$ cat src/rtl/upfs_pkg.sv
// Shared constants and types for the serial pin function select block
package upfs_pkg;

  // ****************************************************************
  // Structure
  // ****************************************************************
  localparam int UPFS_NCH          = 2;
  localparam int UPFS_NPIN         = 5;
  localparam int UPFS_ADDR_W       = 12;
  localparam int UPFS_IDX_W        = 10;
  localparam int UPFS_DATA_W       = 32;

  // Pin slots within one channel
  localparam int UPFS_PIN_FLOW_IN  = 0;
  localparam int UPFS_PIN_HALFDUP  = 1;
  localparam int UPFS_PIN_TX_ACT   = 2;
  localparam int UPFS_PIN_RX_ACT   = 3;
  localparam int UPFS_PIN_FLOW_OUT = 4;

  // ****************************************************************
  // Configuration byte layout
  // ****************************************************************
  localparam int UPFS_PULLUP_OFF_BIT = 7;
  localparam int UPFS_PULLDN_ON_BIT  = 6;
  localparam logic [7:0] UPFS_CFG_RESET  = 8'h00;
  localparam logic [7:0] UPFS_CFG_MASK2  = 8'hc3;
  localparam logic [7:0] UPFS_CFG_MASK3  = 8'hc7;

  // Control field codes
  localparam logic [2:0] UPFS_CTRL_IN     = 3'h0;
  localparam logic [2:0] UPFS_CTRL_OD     = 3'h1;
  localparam logic [2:0] UPFS_CTRL_PP     = 3'h2;
  localparam logic [2:0] UPFS_CTRL_FN     = 3'h3;
  localparam logic [2:0] UPFS_CTRL_FN_PP3 = 3'h4;

  typedef enum logic [2:0] {
    UPFS_MD_IN,
    UPFS_MD_OD,
    UPFS_MD_PP,
    UPFS_MD_FN_IN,
    UPFS_MD_FN_OD,
    UPFS_MD_FN_PP
  } upfs_mode_t;

  // ****************************************************************
  // Register word indices (byte address is four times the index)
  // ****************************************************************
  localparam logic [UPFS_IDX_W-1:0] UPFS_CFG_IDX [UPFS_NCH][UPFS_NPIN] = '{
    '{10'h026, 10'h027, 10'h028, 10'h029, 10'h025},
    '{10'h039, 10'h03a, 10'h03b, 10'h03c, 10'h038}
  };
  localparam logic [UPFS_IDX_W-1:0] UPFS_GPIO_OUT_IDX [UPFS_NCH] = '{10'h080, 10'h082};
  localparam logic [UPFS_IDX_W-1:0] UPFS_GPIO_IN_IDX  [UPFS_NCH] = '{10'h081, 10'h083};

  // AXI responses
  localparam logic [1:0] UPFS_RESP_OKAY   = 2'h0;
  localparam logic [1:0] UPFS_RESP_SLVERR = 2'h2;

endpackage

$ cat src/rtl/upfs_pin_cell.sv
// One multi-function pin: mode decode, drive and pull resistor control
`timescale 1ns/1ns
module upfs_pin_cell #(
  parameter int                  CTRL_W  = 2,
  parameter upfs_pkg::upfs_mode_t FN_MODE = upfs_pkg::UPFS_MD_FN_PP
) (
  // Configuration and sources
  input  logic [7:0]           cfg,
  input  logic                 gpio_val,
  input  logic                 func_val,
  // Pad controls
  output logic                 drv_o,
  output logic                 drv_oe,
  output logic                 pullup_en,
  output logic                 pulldown_en,
  output logic                 fn_input
);
  import upfs_pkg::*;

  logic [2:0]  ctrl;
  upfs_mode_t  mode;

  always_comb begin
    ctrl = (CTRL_W == 2) ? {1'b0, cfg[1:0]} : cfg[2:0];
    case (ctrl)
      UPFS_CTRL_IN:     mode = UPFS_MD_IN;
      UPFS_CTRL_OD:     mode = UPFS_MD_OD;
      UPFS_CTRL_PP:     mode = UPFS_MD_PP;
      UPFS_CTRL_FN:     mode = (CTRL_W == 2) ? FN_MODE : UPFS_MD_FN_OD;
      UPFS_CTRL_FN_PP3: mode = (CTRL_W == 3) ? UPFS_MD_FN_PP : UPFS_MD_IN;
      // Invalid codes fall back to a harmless input
      default:          mode = UPFS_MD_IN;
    endcase
  end

  always_comb begin
    drv_o       = 1'b0;
    drv_oe      = 1'b0;
    pullup_en   = 1'b0;
    pulldown_en = 1'b0;
    fn_input    = 1'b0;
    case (mode)
      UPFS_MD_IN, UPFS_MD_FN_IN: begin
        // Pull-up wins over pull-down; pulls only act in input modes
        pullup_en   = ~cfg[UPFS_PULLUP_OFF_BIT];
        pulldown_en = cfg[UPFS_PULLDN_ON_BIT] & cfg[UPFS_PULLUP_OFF_BIT];
        fn_input    = (mode == UPFS_MD_FN_IN);
      end
      UPFS_MD_OD:    drv_oe = ~gpio_val;
      UPFS_MD_PP: begin
        drv_o  = gpio_val;
        drv_oe = 1'b1;
      end
      UPFS_MD_FN_OD: drv_oe = ~func_val;
      UPFS_MD_FN_PP: begin
        drv_o  = func_val;
        drv_oe = 1'b1;
      end
      default: begin
        drv_o  = 1'b0;
        drv_oe = 1'b0;
      end
    endcase
  end

endmodule

$ cat src/rtl/upfs_pin_mux.sv
// Pin function select for two serial channels with an AXI4-Lite register port
//
// Summary of operation
// - bit 7 set disconnects pull-up, clear enables
// - flow input pin pulls ignored in output modes
// - bit 6 set enables the pull-down
// - pull-up wins, pull-down then stays off
// - flow input field: input, OD, PP, clear-to-send
// - half-duplex code 11 drives transceiver enable
// - tx activity code 11 toggles with transmit
// - rx activity code 11 toggles with receive
// - two channels, identical bytes, separate offsets
// - half-duplex pin pulls ignored in output modes
// - request pin codes 011 OD, 100 PP
`timescale 1ns/1ns
module upfs_pin_mux (
  // Clock and reset
  input  logic                                                      core_clk,
  input  logic                                                      reset_n,
  // AXI4-Lite write address
  input  logic [upfs_pkg::UPFS_ADDR_W-1:0]                          awaddr,
  input  logic                                                      awvalid,
  output logic                                                      awready,
  // AXI4-Lite write data
  input  logic [upfs_pkg::UPFS_DATA_W-1:0]                          wdata,
  input  logic [3:0]                                                wstrb,
  input  logic                                                      wvalid,
  output logic                                                      wready,
  // AXI4-Lite write response
  output logic [1:0]                                                bresp,
  output logic                                                      bvalid,
  input  logic                                                      bready,
  // AXI4-Lite read address
  input  logic [upfs_pkg::UPFS_ADDR_W-1:0]                          araddr,
  input  logic                                                      arvalid,
  output logic                                                      arready,
  // AXI4-Lite read data
  output logic [upfs_pkg::UPFS_DATA_W-1:0]                          rdata,
  output logic [1:0]                                                rresp,
  output logic                                                      rvalid,
  input  logic                                                      rready,
  // Serial engine side, one bit per channel
  input  logic [upfs_pkg::UPFS_NCH-1:0]                             tx_busy,
  input  logic [upfs_pkg::UPFS_NCH-1:0]                             tx_event,
  input  logic [upfs_pkg::UPFS_NCH-1:0]                             rx_event,
  input  logic [upfs_pkg::UPFS_NCH-1:0]                             rts_request,
  output logic [upfs_pkg::UPFS_NCH-1:0]                             flow_clear,
  // Pads: [channel][flow_input, halfduplex_enable, tx_activity, rx_activity, flow_output]
  input  logic [upfs_pkg::UPFS_NCH-1:0][upfs_pkg::UPFS_NPIN-1:0]   pin_in,
  output logic [upfs_pkg::UPFS_NCH-1:0][upfs_pkg::UPFS_NPIN-1:0]   pin_out,
  output logic [upfs_pkg::UPFS_NCH-1:0][upfs_pkg::UPFS_NPIN-1:0]   pin_oe,
  output logic [upfs_pkg::UPFS_NCH-1:0][upfs_pkg::UPFS_NPIN-1:0]   pin_pullup_en,
  output logic [upfs_pkg::UPFS_NCH-1:0][upfs_pkg::UPFS_NPIN-1:0]   pin_pulldown_en
);
  import upfs_pkg::*;

  // ****************************************************************
  // State
  // ****************************************************************
  typedef logic [UPFS_NCH-1:0][UPFS_NPIN-1:0] upfs_pinvec_t;

  typedef struct packed {
    logic [UPFS_NCH-1:0][UPFS_NPIN-1:0][7:0] cfg;
    upfs_pinvec_t                            gpio_out;
    upfs_pinvec_t                            sync1;
    upfs_pinvec_t                            sync2;
    logic [UPFS_NCH-1:0]                     tx_tgl;
    logic [UPFS_NCH-1:0]                     rx_tgl;
    upfs_pinvec_t                            pin_o;
    upfs_pinvec_t                            pin_oe;
    upfs_pinvec_t                            pull_up;
    upfs_pinvec_t                            pull_dn;
    logic [UPFS_NCH-1:0]                     flow_clear;
    logic                                    aw_held;
    logic [UPFS_ADDR_W-1:0]                  aw_addr;
    logic                                    w_held;
    logic [UPFS_DATA_W-1:0]                  w_data;
    logic [3:0]                              w_strb;
    logic                                    bvalid;
    logic [1:0]                              bresp;
    logic                                    rvalid;
    logic [UPFS_DATA_W-1:0]                  rdata;
    logic [1:0]                              rresp;
  } upfs_state_t;

  upfs_state_t   s_q;
  upfs_state_t   s_d;
  logic [1:0]    rst_pipe_q;
  logic          rst_sync_n;
  logic          aw_take;
  logic          w_take;
  logic          ar_take;
  logic          wr_hit;
  logic [UPFS_IDX_W-1:0] wr_idx;
  logic [UPFS_IDX_W-1:0] rd_idx;
  upfs_pinvec_t  cell_o;
  upfs_pinvec_t  cell_oe;
  upfs_pinvec_t  cell_pu;
  upfs_pinvec_t  cell_pd;
  upfs_pinvec_t  cell_fn_in;
  upfs_pinvec_t  func_val;

  // ****************************************************************
  // Reset release
  // ****************************************************************
  // Assert asynchronously, release on the clock so no flop sees a runt edge
  always_ff @(posedge core_clk or negedge reset_n) begin
    if (!reset_n) begin
      rst_pipe_q <= 2'h0;
    end else begin
      rst_pipe_q <= {rst_pipe_q[0], 1'b1};
    end
  end
  assign rst_sync_n = rst_pipe_q[1];

  // ****************************************************************
  // Pin cells
  // ****************************************************************
  always_comb begin
    for (int c = 0; c < UPFS_NCH; c++) begin
      func_val[c][UPFS_PIN_FLOW_IN]  = 1'b0;
      func_val[c][UPFS_PIN_HALFDUP]  = tx_busy[c];
      func_val[c][UPFS_PIN_TX_ACT]   = s_q.tx_tgl[c];
      func_val[c][UPFS_PIN_RX_ACT]   = s_q.rx_tgl[c];
      // The request line is active low on the pad
      func_val[c][UPFS_PIN_FLOW_OUT] = ~rts_request[c];
    end
  end

  // Each channel gets the same cell set at its own register slots
  for (genvar c = 0; c < UPFS_NCH; c++) begin : g_ch
    for (genvar p = 0; p < UPFS_NPIN; p++) begin : g_pin
      upfs_pin_cell #(
        .CTRL_W  ((p == UPFS_PIN_FLOW_OUT) ? 3 : 2),
        .FN_MODE ((p == UPFS_PIN_FLOW_IN) ? UPFS_MD_FN_IN : UPFS_MD_FN_PP)
      ) u_cell (
        .cfg         (s_q.cfg[c][p]),
        .gpio_val    (s_q.gpio_out[c][p]),
        .func_val    (func_val[c][p]),
        .drv_o       (cell_o[c][p]),
        .drv_oe      (cell_oe[c][p]),
        .pullup_en   (cell_pu[c][p]),
        .pulldown_en (cell_pd[c][p]),
        .fn_input    (cell_fn_in[c][p])
      );
    end
  end

  // ****************************************************************
  // Bus handshakes
  // ****************************************************************
  // One write and one read in flight; new requests wait for the response
  assign awready = ~s_q.aw_held & ~s_q.bvalid;
  assign wready  = ~s_q.w_held & ~s_q.bvalid;
  assign arready = ~s_q.rvalid;
  assign aw_take = awvalid & awready;
  assign w_take  = wvalid & wready;
  assign ar_take = arvalid & arready;
  assign rd_idx  = araddr[UPFS_ADDR_W-1:2];

  // ****************************************************************
  // Next state
  // ****************************************************************
  always_comb begin
    s_d    = s_q;
    wr_hit = 1'b0;
    wr_idx = s_q.aw_addr[UPFS_ADDR_W-1:2];

    // Two-stage pad synchroniser; only the second stage is used
    s_d.sync1 = pin_in;
    s_d.sync2 = s_q.sync1;

    for (int c = 0; c < UPFS_NCH; c++) begin
      if (tx_event[c]) begin
        s_d.tx_tgl[c] = ~s_q.tx_tgl[c];
      end
      if (rx_event[c]) begin
        s_d.rx_tgl[c] = ~s_q.rx_tgl[c];
      end
      // Clear-to-send is active low; without the function the engine is never held
      s_d.flow_clear[c] = cell_fn_in[c][UPFS_PIN_FLOW_IN] ? ~s_q.sync2[c][UPFS_PIN_FLOW_IN] : 1'b1;
    end

    // Pad drive and pulls from the decoded modes
    s_d.pin_o   = cell_o;
    s_d.pin_oe  = cell_oe;
    s_d.pull_up = cell_pu;
    s_d.pull_dn = cell_pd;

    // Write channel: address and data may arrive in either order
    if (s_q.bvalid && bready) begin
      s_d.bvalid = 1'b0;
    end
    if (aw_take) begin
      s_d.aw_held = 1'b1;
      s_d.aw_addr = awaddr;
      wr_idx      = awaddr[UPFS_ADDR_W-1:2];
    end
    if (w_take) begin
      s_d.w_held = 1'b1;
      s_d.w_data = wdata;
      s_d.w_strb = wstrb;
    end
    if (s_d.aw_held && s_d.w_held) begin
      for (int c = 0; c < UPFS_NCH; c++) begin
        for (int p = 0; p < UPFS_NPIN; p++) begin
          if (wr_idx == UPFS_CFG_IDX[c][p]) begin
            wr_hit = 1'b1;
            // Reserved bits are not stored, so a careless write cannot leak into them
            if (s_d.w_strb[0]) begin
              s_d.cfg[c][p] = s_d.w_data[7:0] & ((p == UPFS_PIN_FLOW_OUT) ? UPFS_CFG_MASK3 : UPFS_CFG_MASK2);
            end
          end
        end
        if (wr_idx == UPFS_GPIO_OUT_IDX[c]) begin
          wr_hit = 1'b1;
          if (s_d.w_strb[0]) begin
            s_d.gpio_out[c] = s_d.w_data[UPFS_NPIN-1:0];
          end
        end
        if (wr_idx == UPFS_GPIO_IN_IDX[c]) begin
          wr_hit = 1'b1;
        end
      end
      s_d.aw_held = 1'b0;
      s_d.w_held  = 1'b0;
      s_d.bvalid  = 1'b1;
      s_d.bresp   = wr_hit ? UPFS_RESP_OKAY : UPFS_RESP_SLVERR;
    end

    // Read channel: data one cycle after the address is taken
    if (s_q.rvalid && rready) begin
      s_d.rvalid = 1'b0;
    end
    if (ar_take) begin
      s_d.rvalid = 1'b1;
      s_d.rdata  = '0;
      s_d.rresp  = UPFS_RESP_SLVERR;
      for (int c = 0; c < UPFS_NCH; c++) begin
        for (int p = 0; p < UPFS_NPIN; p++) begin
          if (rd_idx == UPFS_CFG_IDX[c][p]) begin
            s_d.rdata[7:0] = s_q.cfg[c][p];
            s_d.rresp      = UPFS_RESP_OKAY;
          end
        end
        if (rd_idx == UPFS_GPIO_OUT_IDX[c]) begin
          s_d.rdata[UPFS_NPIN-1:0] = s_q.gpio_out[c];
          s_d.rresp                = UPFS_RESP_OKAY;
        end
        if (rd_idx == UPFS_GPIO_IN_IDX[c]) begin
          s_d.rdata[UPFS_NPIN-1:0] = s_q.sync2[c];
          s_d.rresp                = UPFS_RESP_OKAY;
        end
      end
    end
  end

  // All-zero reset gives every byte UPFS_CFG_RESET: pulled-up inputs
  always_ff @(posedge core_clk or negedge rst_sync_n) begin
    if (!rst_sync_n) begin
      s_q <= '0;
    end else begin
      s_q <= s_d;
    end
  end

  // ****************************************************************
  // Outputs
  // ****************************************************************
  assign bvalid          = s_q.bvalid;
  assign bresp           = s_q.bresp;
  assign rvalid          = s_q.rvalid;
  assign rdata           = s_q.rdata;
  assign rresp           = s_q.rresp;
  assign flow_clear      = s_q.flow_clear;
  assign pin_out         = s_q.pin_o;
  assign pin_oe          = s_q.pin_oe;
  assign pin_pullup_en   = s_q.pull_up;
  assign pin_pulldown_en = s_q.pull_dn;

  logic [1:0] ctl_fi;
  logic [1:0] ctl_hd;
  logic [1:0] ctl_tx;
  logic [1:0] ctl_rx;
  logic [2:0] ctl_fo;
  logic [7:0] cfg_fi;
  assign cfg_fi = s_q.cfg[0][UPFS_PIN_FLOW_IN];
  assign ctl_fi = cfg_fi[1:0];
  assign ctl_hd = s_q.cfg[0][UPFS_PIN_HALFDUP][1:0];
  assign ctl_tx = s_q.cfg[1][UPFS_PIN_TX_ACT][1:0];
  assign ctl_rx = s_q.cfg[1][UPFS_PIN_RX_ACT][1:0];
  assign ctl_fo = s_q.cfg[0][UPFS_PIN_FLOW_OUT][2:0];
endmodule

$ cat config.mk
export PLATFORM = sky130hd
export DESIGN_NAME = upfs_pin_mux
export DESIGN_NICKNAME = d
export VERILOG_FILES = /design/src/rtl/upfs_pkg.sv /design/src/rtl/upfs_pin_cell.sv /design/src/rtl/upfs_pin_mux.sv
export SDC_FILE = /design/constraint.sdc
export NUM_CORES = 1
export LEC_CHECK = 0
export BUFFER_PORTS_ARGS = -buffer_cell sky130_fd_sc_hd__buf_4
export CAP_MARGIN = 25
export CELL_PAD_IN_SITES_DETAIL_PLACEMENT = 0
export CELL_PAD_IN_SITES_GLOBAL_PLACEMENT = 1
export CORE_ASPECT_RATIO = 1.75
export CORE_MARGIN = 2
export CORE_UTILIZATION = 46
export CTS_CLUSTER_SIZE = 25
export DETAILED_ROUTE_END_ITERATION = 10
export HOLD_SLACK_MARGIN = 0.12
export PLACE_DENSITY_LB_ADDON = 0.1
export SKIP_CTS_REPAIR_TIMING = 1
export SLEW_MARGIN = 20
export SYNTH_ARGS = -nofsm -noshare
export SYNTH_HDL_FRONTEND = slang
export SYNTH_HIERARCHICAL = 1
export SYNTH_SLANG_ARGS = --single-unit
$ cat constraint.sdc
create_clock -name core_clk -period 9.3 [get_ports core_clk]
set_clock_uncertainty 0.1 [all_clocks]
set_input_delay 0.93 -clock core_clk [delete_from_list [all_inputs] [get_ports core_clk]]
set_output_delay 0.93 -clock core_clk [all_outputs]
set_load 0.01 [all_outputs]
==> summary by stage, run 1 <==
Status
The run finished with clean final reports.

Drt
The number of vias per cell after detailed routing is 5.38. The first-iteration detailed-routing DRC count is 155. Detailed routing inserted a total of 4,757 vias. The count of unresolved DRC violations after routing is 0. After detailed routing, the average wire length per cell comes to 19.7 µm. Wires add up to 17.5 mm.

The number of search-and-repair iterations in the first detailed-routing pass is 4. The residual antenna-violating net count after detailed routing is 0.

Synthesis
The number of warnings reported in the yosys synthesis log is 6. After synthesis the cells add up to 0.00721 mm². The synthesized instance count is 628. Dividing the synthesized area by the synthesized cell count gives 11.5 µm².

Clock tree
Clock-pin slew was measured on the worst setup and hold paths at 0.07 ns. The clock tree from TritonCTS is yes. The CTS buffer count is 17. The number of clock sinks seen by CTS is 151. The worst-skew pair later-pin latency is 0.42 ns.

CTS placed an instance of sky130_fd_sc_hd__clkbuf_16 at the clock tree root. The H-tree was split into 4 levels. In this run the deepest clock path goes through 2 buffers.

Floorplanning
The die covers 0.0167 mm². The width of the die is 98.6 µm. The number of core rows is 60. In this run the count of I/O pins placed on the die edge is 168. The floorplan step set the die height to 170 µm. The core area is 0.0154 mm². For this configuration, the core starts out at a cell density of 46.9%.

GRT
In the global route stage, overall resource usage came out at 21.5%. Entering global routing, the biggest net connects 82 pins. For this run the aggregate overflow at the end of global routing stands at 0. The number of antenna violations at the first check in global routing is 0. The first global-routing pass estimated 27.0 mm of wire. The via count of the first global-routing pass came to 4,890.

Hold path
The min-delay analysis places its worst path in the category in2async.

Finish
The post-route netlist has 34.0% of its cells at a drive strength greater than 1. In the final design database the tool counted 777 nets. Compared with the post-synthesis result, the final layout area differs by 15.2%. The finished cells cover 0.00831 mm².

The antenna cell count is 0. Fill cells in the final layout number 1,397.

Worst setup path
The number of buffers and inverters on the critical path is 2. The kind of start point of the critical path is a primary input. The kind of end point of the critical path is a flip-flop. The data required time of the worst path is 9.50 ns. The worst setup path is of the in2reg kind. For this design, the slowest cell found on the critical path is sky130_fd_sc_hd__nor3b_4. Of all nets on the critical path, the largest fanout is 15. The signal on the critical path passes through buf_4 -> nor3b_4 -> mux2i_1 -> inv_1 -> nor3_1 -> mux2_2. The kind of cell adding the most delay to the critical path is simple AND/OR/NAND/NOR gates. The largest stage delay on the critical path is 0.63 ns.

The arrival time of the worst setup path is 3.47 ns.

Power and ir drop
The power density of the placed cells is 222 mW/mm². The maximum ir drop on the vdd rail is 0.000155 V. The leakage power figure is 3.89 nW.

Placement
In this run the cell area measured after placement is 0.00770 mm². The detailed placement HPWL is 13.0 mm. The count of input and output buffers is 108. The congestion estimate from routability-driven global placement came to 0.927.

Timing
The final total negative setup slack is 0 ns. The worst path in the final design needs a cycle of 3.27 ns, including I/O delays and setup. The number of max-slew violations in the final report is 0.

In the finished design, the share of the clock period the worst path needs comes to 35.2%. Based on the critical path, the design can be clocked at up to 306 MHz. At the pin with the least slew margin, the transition time is 0.880 ns. Setup repair after global routing left no endpoint under its margin. The final hold violation count is 0. The final setup violation count is 0. The worst slew margin relative to its limit is 41.3%.

Job
Across the run, the number of max-cap violations was 0.
==> final timing paths <==
| path | cells after the start | slack (ns) | startpoint | to |
|---|---|---|---|---|
| setup / recovery | 6 | 6.03 | awvalid | s_q[204] |
| hold / removal | 1 | 0.17 | reset_n | rst_pipe_q[1] |
| setup reg to reg | 5 | 6.07 | bvalid | s_q[204] |
| hold reg to reg | 0 | 0.25 | s_d[140] | s_q[140] |
| max in group asynchronous | 1 | 7.50 | rst_pipe_q[1] | s_q[178] |
| min in group core_clk | 0 | 0.25 | s_d[140] | s_q[140] |
==> power breakdown <==
group | switching [mW] | internal, mW
Clock | 0.299 | 0.408
Sequential | 0.0616 | 0.738
Combinational | 0.201 | 0.136
==> layer usage <==
layer	vias up	wire (µm)	share of wire, %	track usage (%)
met3	34	742	4.2	4.45
met2	148	9380	54	37.4
met4	0	724	4.1	11.1
li1	2227	-	-	-
met5	-	0	0	0
met1	2348	6620	38	24.7
==> final cells by class <==
type                            instances  area, µm²  area share, %
Clock buffer                           17        425           5.12
Clock inverter                         15        181           2.18
Inverter                               23       86.3           1.04
Multi-Input combinational cell        384       2780           33.4
Sequential cell                       151       3780           45.5
Tap cell                              186        233           2.80
Timing Repair Buffer                  109        822           9.90
==> worst reg2reg max path, stage by stage, from the launching register on <==
cell and delay [ns]:
sky130_fd_sc_hd__dfrtp_1 0.50, sky130_fd_sc_hd__nor3b_4 0.68, sky130_fd_sc_hd__mux2i_1 0.60, sky130_fd_sc_hd__inv_1 0.24
sky130_fd_sc_hd__nor3_1 0.58, sky130_fd_sc_hd__mux2_2 0.41
==> through the flow <==
step | cells | utilization, % | hold slack, ns | power (mW) | setup slack (ns)
final | 885 | 54.0 | 0.173 | 1.84 | 6.03
after global routing | 885 | 54.0 | 0.153 | 1.93 | 5.79
after CTS | 885 | 54.0 | 0.158 | 1.87 | 5.97
after detailed placement | 853 | 50.0 | 0.237 | 1.16 | 5.53
after global placement | 853 | 50.0 | 0.233 | 1.15 | 5.57
after floorplan | 654 | - | 0.231 | 1.04 | 4.68
==> sequential cells by signal, summed over array words and instances, names as in the netlist, 3 cells and up <==
| signal | cells |
|---|---|
| cfg_fi | 4 |
| ctl_fo | 3 |
| func_val | 4 |
| pin_oe | 10 |
| pin_out | 10 |
| pin_pulldown_en | 10 |
| pin_pullup_en | 10 |
| rdata | 7 |
| s_d | 10 |
| s_q | 69 |
==> layout by cell type, fill, tap and decap left out, types with 5 or more instances in the layout <==
| cell | n |
|---|---|
| sky130_fd_sc_hd__ha_1 | 6 |
| sky130_fd_sc_hd__dfrtp_1 | 150 |
| sky130_fd_sc_hd__nor2b_1 | 17 |
| sky130_fd_sc_hd__nand2_1 | 40 |
| sky130_fd_sc_hd__o21ai_0 | 17 |
| sky130_fd_sc_hd__mux2i_1 | 13 |
| sky130_fd_sc_hd__nor3_1 | 24 |
| sky130_fd_sc_hd__mux2_4 | 5 |
| sky130_fd_sc_hd__nand2b_1 | 7 |
| sky130_fd_sc_hd__nor2_1 | 23 |
| sky130_fd_sc_hd__a21oi_1 | 19 |
| sky130_fd_sc_hd__conb_1 | 28 |
| sky130_fd_sc_hd__nor4_1 | 7 |
| sky130_fd_sc_hd__inv_8 | 5 |
| sky130_fd_sc_hd__a21o_2 | 6 |
| sky130_fd_sc_hd__mux2_2 | 66 |
| sky130_fd_sc_hd__a22oi_1 | 10 |
| sky130_fd_sc_hd__or2_2 | 5 |
| sky130_fd_sc_hd__nand3_1 | 12 |
| sky130_fd_sc_hd__inv_1 | 23 |
| sky130_fd_sc_hd__buf_4 | 108 |
| sky130_fd_sc_hd__clkbuf_16 | 17 |
No activity file was read; power rests on OpenSTA's default activity.
==> run 2: changes to the inputs <==
--- a/config.mk
+++ b/config.mk
@@ -5,13 +5,14 @@
 export SDC_FILE = /design/constraint.sdc
 export NUM_CORES = 1
 export LEC_CHECK = 0
+export ABC_AREA = 1
 export BUFFER_PORTS_ARGS = -buffer_cell sky130_fd_sc_hd__buf_4
 export CAP_MARGIN = 25
 export CELL_PAD_IN_SITES_DETAIL_PLACEMENT = 0
 export CELL_PAD_IN_SITES_GLOBAL_PLACEMENT = 1
 export CORE_ASPECT_RATIO = 1.75
 export CORE_MARGIN = 2
-export CORE_UTILIZATION = 46
+export CORE_UTILIZATION = 36
 export CTS_CLUSTER_SIZE = 25
 export DETAILED_ROUTE_END_ITERATION = 10
 export HOLD_SLACK_MARGIN = 0.12
==> constraint.sdc (replaced) <==
create_clock -name core_clk -period 2.9 [get_ports core_clk]
set_clock_uncertainty 0.1 [all_clocks]
set_input_delay 0.29 -clock core_clk [delete_from_list [all_inputs] [get_ports core_clk]]
set_output_delay 0.29 -clock core_clk [all_outputs]
set_load 0.01 [all_outputs]
==> run 2 against run 1 <==
Sequential power increased to 3.1 times the previous value. Critical path depth increased by 6. Setup slack got worse by 5.7 ns. Sequential cell count unchanged. Final cell count increased by 37%. Clock power increased to 3.1 times the previous value. Wire length increased by 15%. Largest power group unchanged. Global-route usage decreased by 1.8 points. Critical endpoint is now s_q[226]. Clock-buffer cell count increased by 8. Critical path type is now reg2reg. Largest cell class unchanged. Register-to-register slack got worse by 5.7 ns.
==> summary by stage, run 2 <==
Worst setup path
The largest stage delay on the critical path came to 0.55 ns (-0.08 ns). The maximum net fanout on the critical path is 8 (-7). The kind of cell adding the most delay to the critical path is simple AND/OR/NAND/NOR gates. The kind of end point of the critical path is a flip-flop. The arrival time of the worst setup path was 2.73 ns (-0.74 ns). The setup path with the least slack is of type reg2reg.

The largest individual stage delay along the critical path comes from the cell sky130_fd_sc_hd__dlygate4sd3_1. The data required time of the worst path is 3.08 ns (-6.42 ns). The cell with the most instances on the worst path is sky130_fd_sc_hd__nand2_1.

The number of buffers and inverters on the critical path came to 3 (+1). STA classifies the critical path startpoint as a flip-flop. The critical path goes through nor2_4 -> nand3_1 -> dlygate4sd3_1 -> nand2_1 -> inv_1 -> nand2_1 -> inv_1 -> nand4_2 -> nor3_4 -> nand2_2 -> nand2_1 -> o21ai_0.

Hold path
The classification of the worst-slack hold path is in2reg.

Drt
The post-detailed-route wirelength per cell was 16.5 µm (-16%). The routed wire length on met3 is 771 µm (+3.9%). The met1 wire length came to 7.91 mm (+19%). The length of routed met2 wiring is 11.0 mm (+17%).

The uppermost signal routing layer after detailed routing is met4. The number of vias per cell after detailed routing was 4.67 (-13%). The residual antenna-violating net count after detailed routing is 0 (unchanged). The count of unresolved DRC violations after routing came to 0 (unchanged).

The first-iteration detailed-routing DRC count is 266 (+72%). The number of search-and-repair iterations in the first detailed-routing pass is 5 (+1). The total detailed-routing wirelength is 20.0 mm (+15%). The via count was 5,662 (+19%).

Clock tree
The worst-skew pair later-pin latency is 0.43 ns (about the same). The clock transition time at the flip-flop clock pins of the worst setup and hold paths was 0.06 ns (about the same). The CTS H-tree depth is 4 (unchanged). The clock tree root driver cell is sky130_fd_sc_hd__clkbuf_16.

The CTS buffer count came to 17 (unchanged). The worst-case clock buffer depth is 2 (unchanged). TritonCTS built the clock tree. The number of clock sinks seen by CTS was 151 (unchanged).

Timing
The maximum clock frequency is 393 MHz. The final total negative setup slack is 0 ns (unchanged). The final setup violation count is 0 (unchanged). The number of max-slew violations in the final report is 0 (unchanged). Setup repair after global routing left no endpoint under its margin. The worst slew margin relative to its limit is 57.6% (+16 points). The post-layout minimum cycle time is 2.55 ns. The pin slew with the least headroom to its limit is 0.637 ns (-0.243 ns). The final hold violation count is 0 (unchanged). The worst hold slack across all endpoints is 0.118 ns (-0.0553 ns).

The worst path uses 87.8% of the clock period.

Placement
The count of input and output buffers is 108 (unchanged). The final weighted congestion in routability-driven placement is 0.864 (-6.8%). The detailed placement HPWL was 15.6 mm (+20%).

GRT
The wire length of the first global-routing pass was 31.5 mm (+17%). The global-route congestion overflow total is 0 (unchanged). The global router's overall resource usage is 19.7% (-1.8 points). The number of antenna violations at the first check in global routing is 0 (unchanged).

The maximum number of pins on one net before global-route repair is 49 (-40%). The via count of the first global-routing pass is 5,680 (+16%).

Finish
The register with the most flip-flops in the final layout is s_q. The most frequent standard cell in the layout excluding fill and tap cells is sky130_fd_sc_hd__nand2_1. The number of fill cells is 1,993 (+43%). Compared with the post-synthesis result, the final layout area differs by 22.4%. The post-layout net count is 1,045 (+34%). The number of flip-flops in the largest register is 69 (unchanged). In the layout the commonest cells are sky130_fd_sc_hd__nand2_1, sky130_fd_sc_hd__dfrtp_1, sky130_fd_sc_hd__buf_4. The share of cells above drive strength 1 is 22.8% (-11 points). The antenna cell count is 0 (unchanged).

Floorplanning
The width of the die came to 111 µm (+13%). The number of top-level pins came to 168 (unchanged). The number of core rows was 68 (+13%). The initial standard-cell utilization of the core was 36.8% (-10 points).

The core area is 0.0197 mm² (+28%). The vertical die dimension came to 192 µm (+13%). The die footprint is 0.0214 mm² (+28%).

Status
The flow ran to the end, and the final reports show no timing, DRC or antenna violations.

Synthesis
The synthesized instance count is 840 (+34%). The number of warnings reported in the yosys synthesis log is 6 (unchanged). The post-synthesis instance area is 0.00727 mm² (+0.76%). The per-instance average area after synthesis is 8.65 µm² (-25%).

Power and ir drop
The leakage power figure is 4.42 nW (+13%). The power density of the placed cells is 661 mW/mm² (+200%). The maximum ir drop on the vdd rail is 0.000444 V (+190%). The overall power is 5.87 mW (+220%).

Job
The reported max-cap violation count is 0 (unchanged).
[run 2: power by group]
part / internal, mW / switching, mW
logic: 0.399 / 0.845
registers: 2.33 / 0.125
clock network: 1.33 / 0.840
total: 4.06 / 1.81
[run 2: metal layers]
| layer | GRT usage, % | up-vias |
|---|---|---|
| met5 | 0 | - |
| met4 | 6.84 | 0 |
| met3 | 4.01 | 19 |
| met2 | 36.9 | 135 |
| met1 | 22.1 | 2706 |
| li1 | - | 2802 |
[run 2: worst reg2reg max path: stages, from the launching register on]
cell and delay (ns):
sky130_fd_sc_hd__dfrtp_1 0.43, sky130_fd_sc_hd__nor2_4 0.09, sky130_fd_sc_hd__nand3_1 0.07, sky130_fd_sc_hd__dlygate4sd3_1 0.55, sky130_fd_sc_hd__nand2_1 0.07, sky130_fd_sc_hd__inv_1 0.08
sky130_fd_sc_hd__nand2_1 0.08, sky130_fd_sc_hd__inv_1 0.09, sky130_fd_sc_hd__nand4_2 0.17, sky130_fd_sc_hd__nor3_4 0.29, sky130_fd_sc_hd__nand2_2 0.21, sky130_fd_sc_hd__nand2_1 0.10
sky130_fd_sc_hd__o21ai_0 0.08
[run 2: area by class of cell]
cell class / instances / area (µm²) / share of cell area [%]
clock inverters: 7 / 93.8 / 1.06
multi-input cells: 525 / 2570 / 28.9
flip-flops and latches: 151 / 3780 / 42.5
well taps: 245 / 307 / 3.45
repair buffers: 156 / 1270 / 14.2
clock buffers: 25 / 485 / 5.46
inverters: 103 / 388 / 4.36
[run 2: path summary, 6_finish.rpt]
check	slack, ns	depth (start not counted)	endpoint	from
setup / recovery	0.35	12	s_q[226]	bvalid
hold / removal	0.12	3	s_q[81]	awvalid
setup reg to reg	0.35	12	s_q[226]	bvalid
hold reg to reg	0.20	0	rdata[7]	rst_pipe_q[1]
max in group asynchronous	1.79	1	pin_pulldown_en[5]	rst_pipe_q[1]
min in group asynchronous	0.20	0	rdata[7]	rst_pipe_q[1]
[run 2: through the flow]
step                setup WS [ns]  cell area, µm²  util, %  cells
global route               0.0895            8890     45.0   1212
CTS                         0.454            8560     43.4   1179
global placement            0.405            7980     40.4   1147
floorplan                   0.297            7360        -    866
detailed placement          0.465            7980     40.4   1147
finish                      0.355            8890     45.0   1212
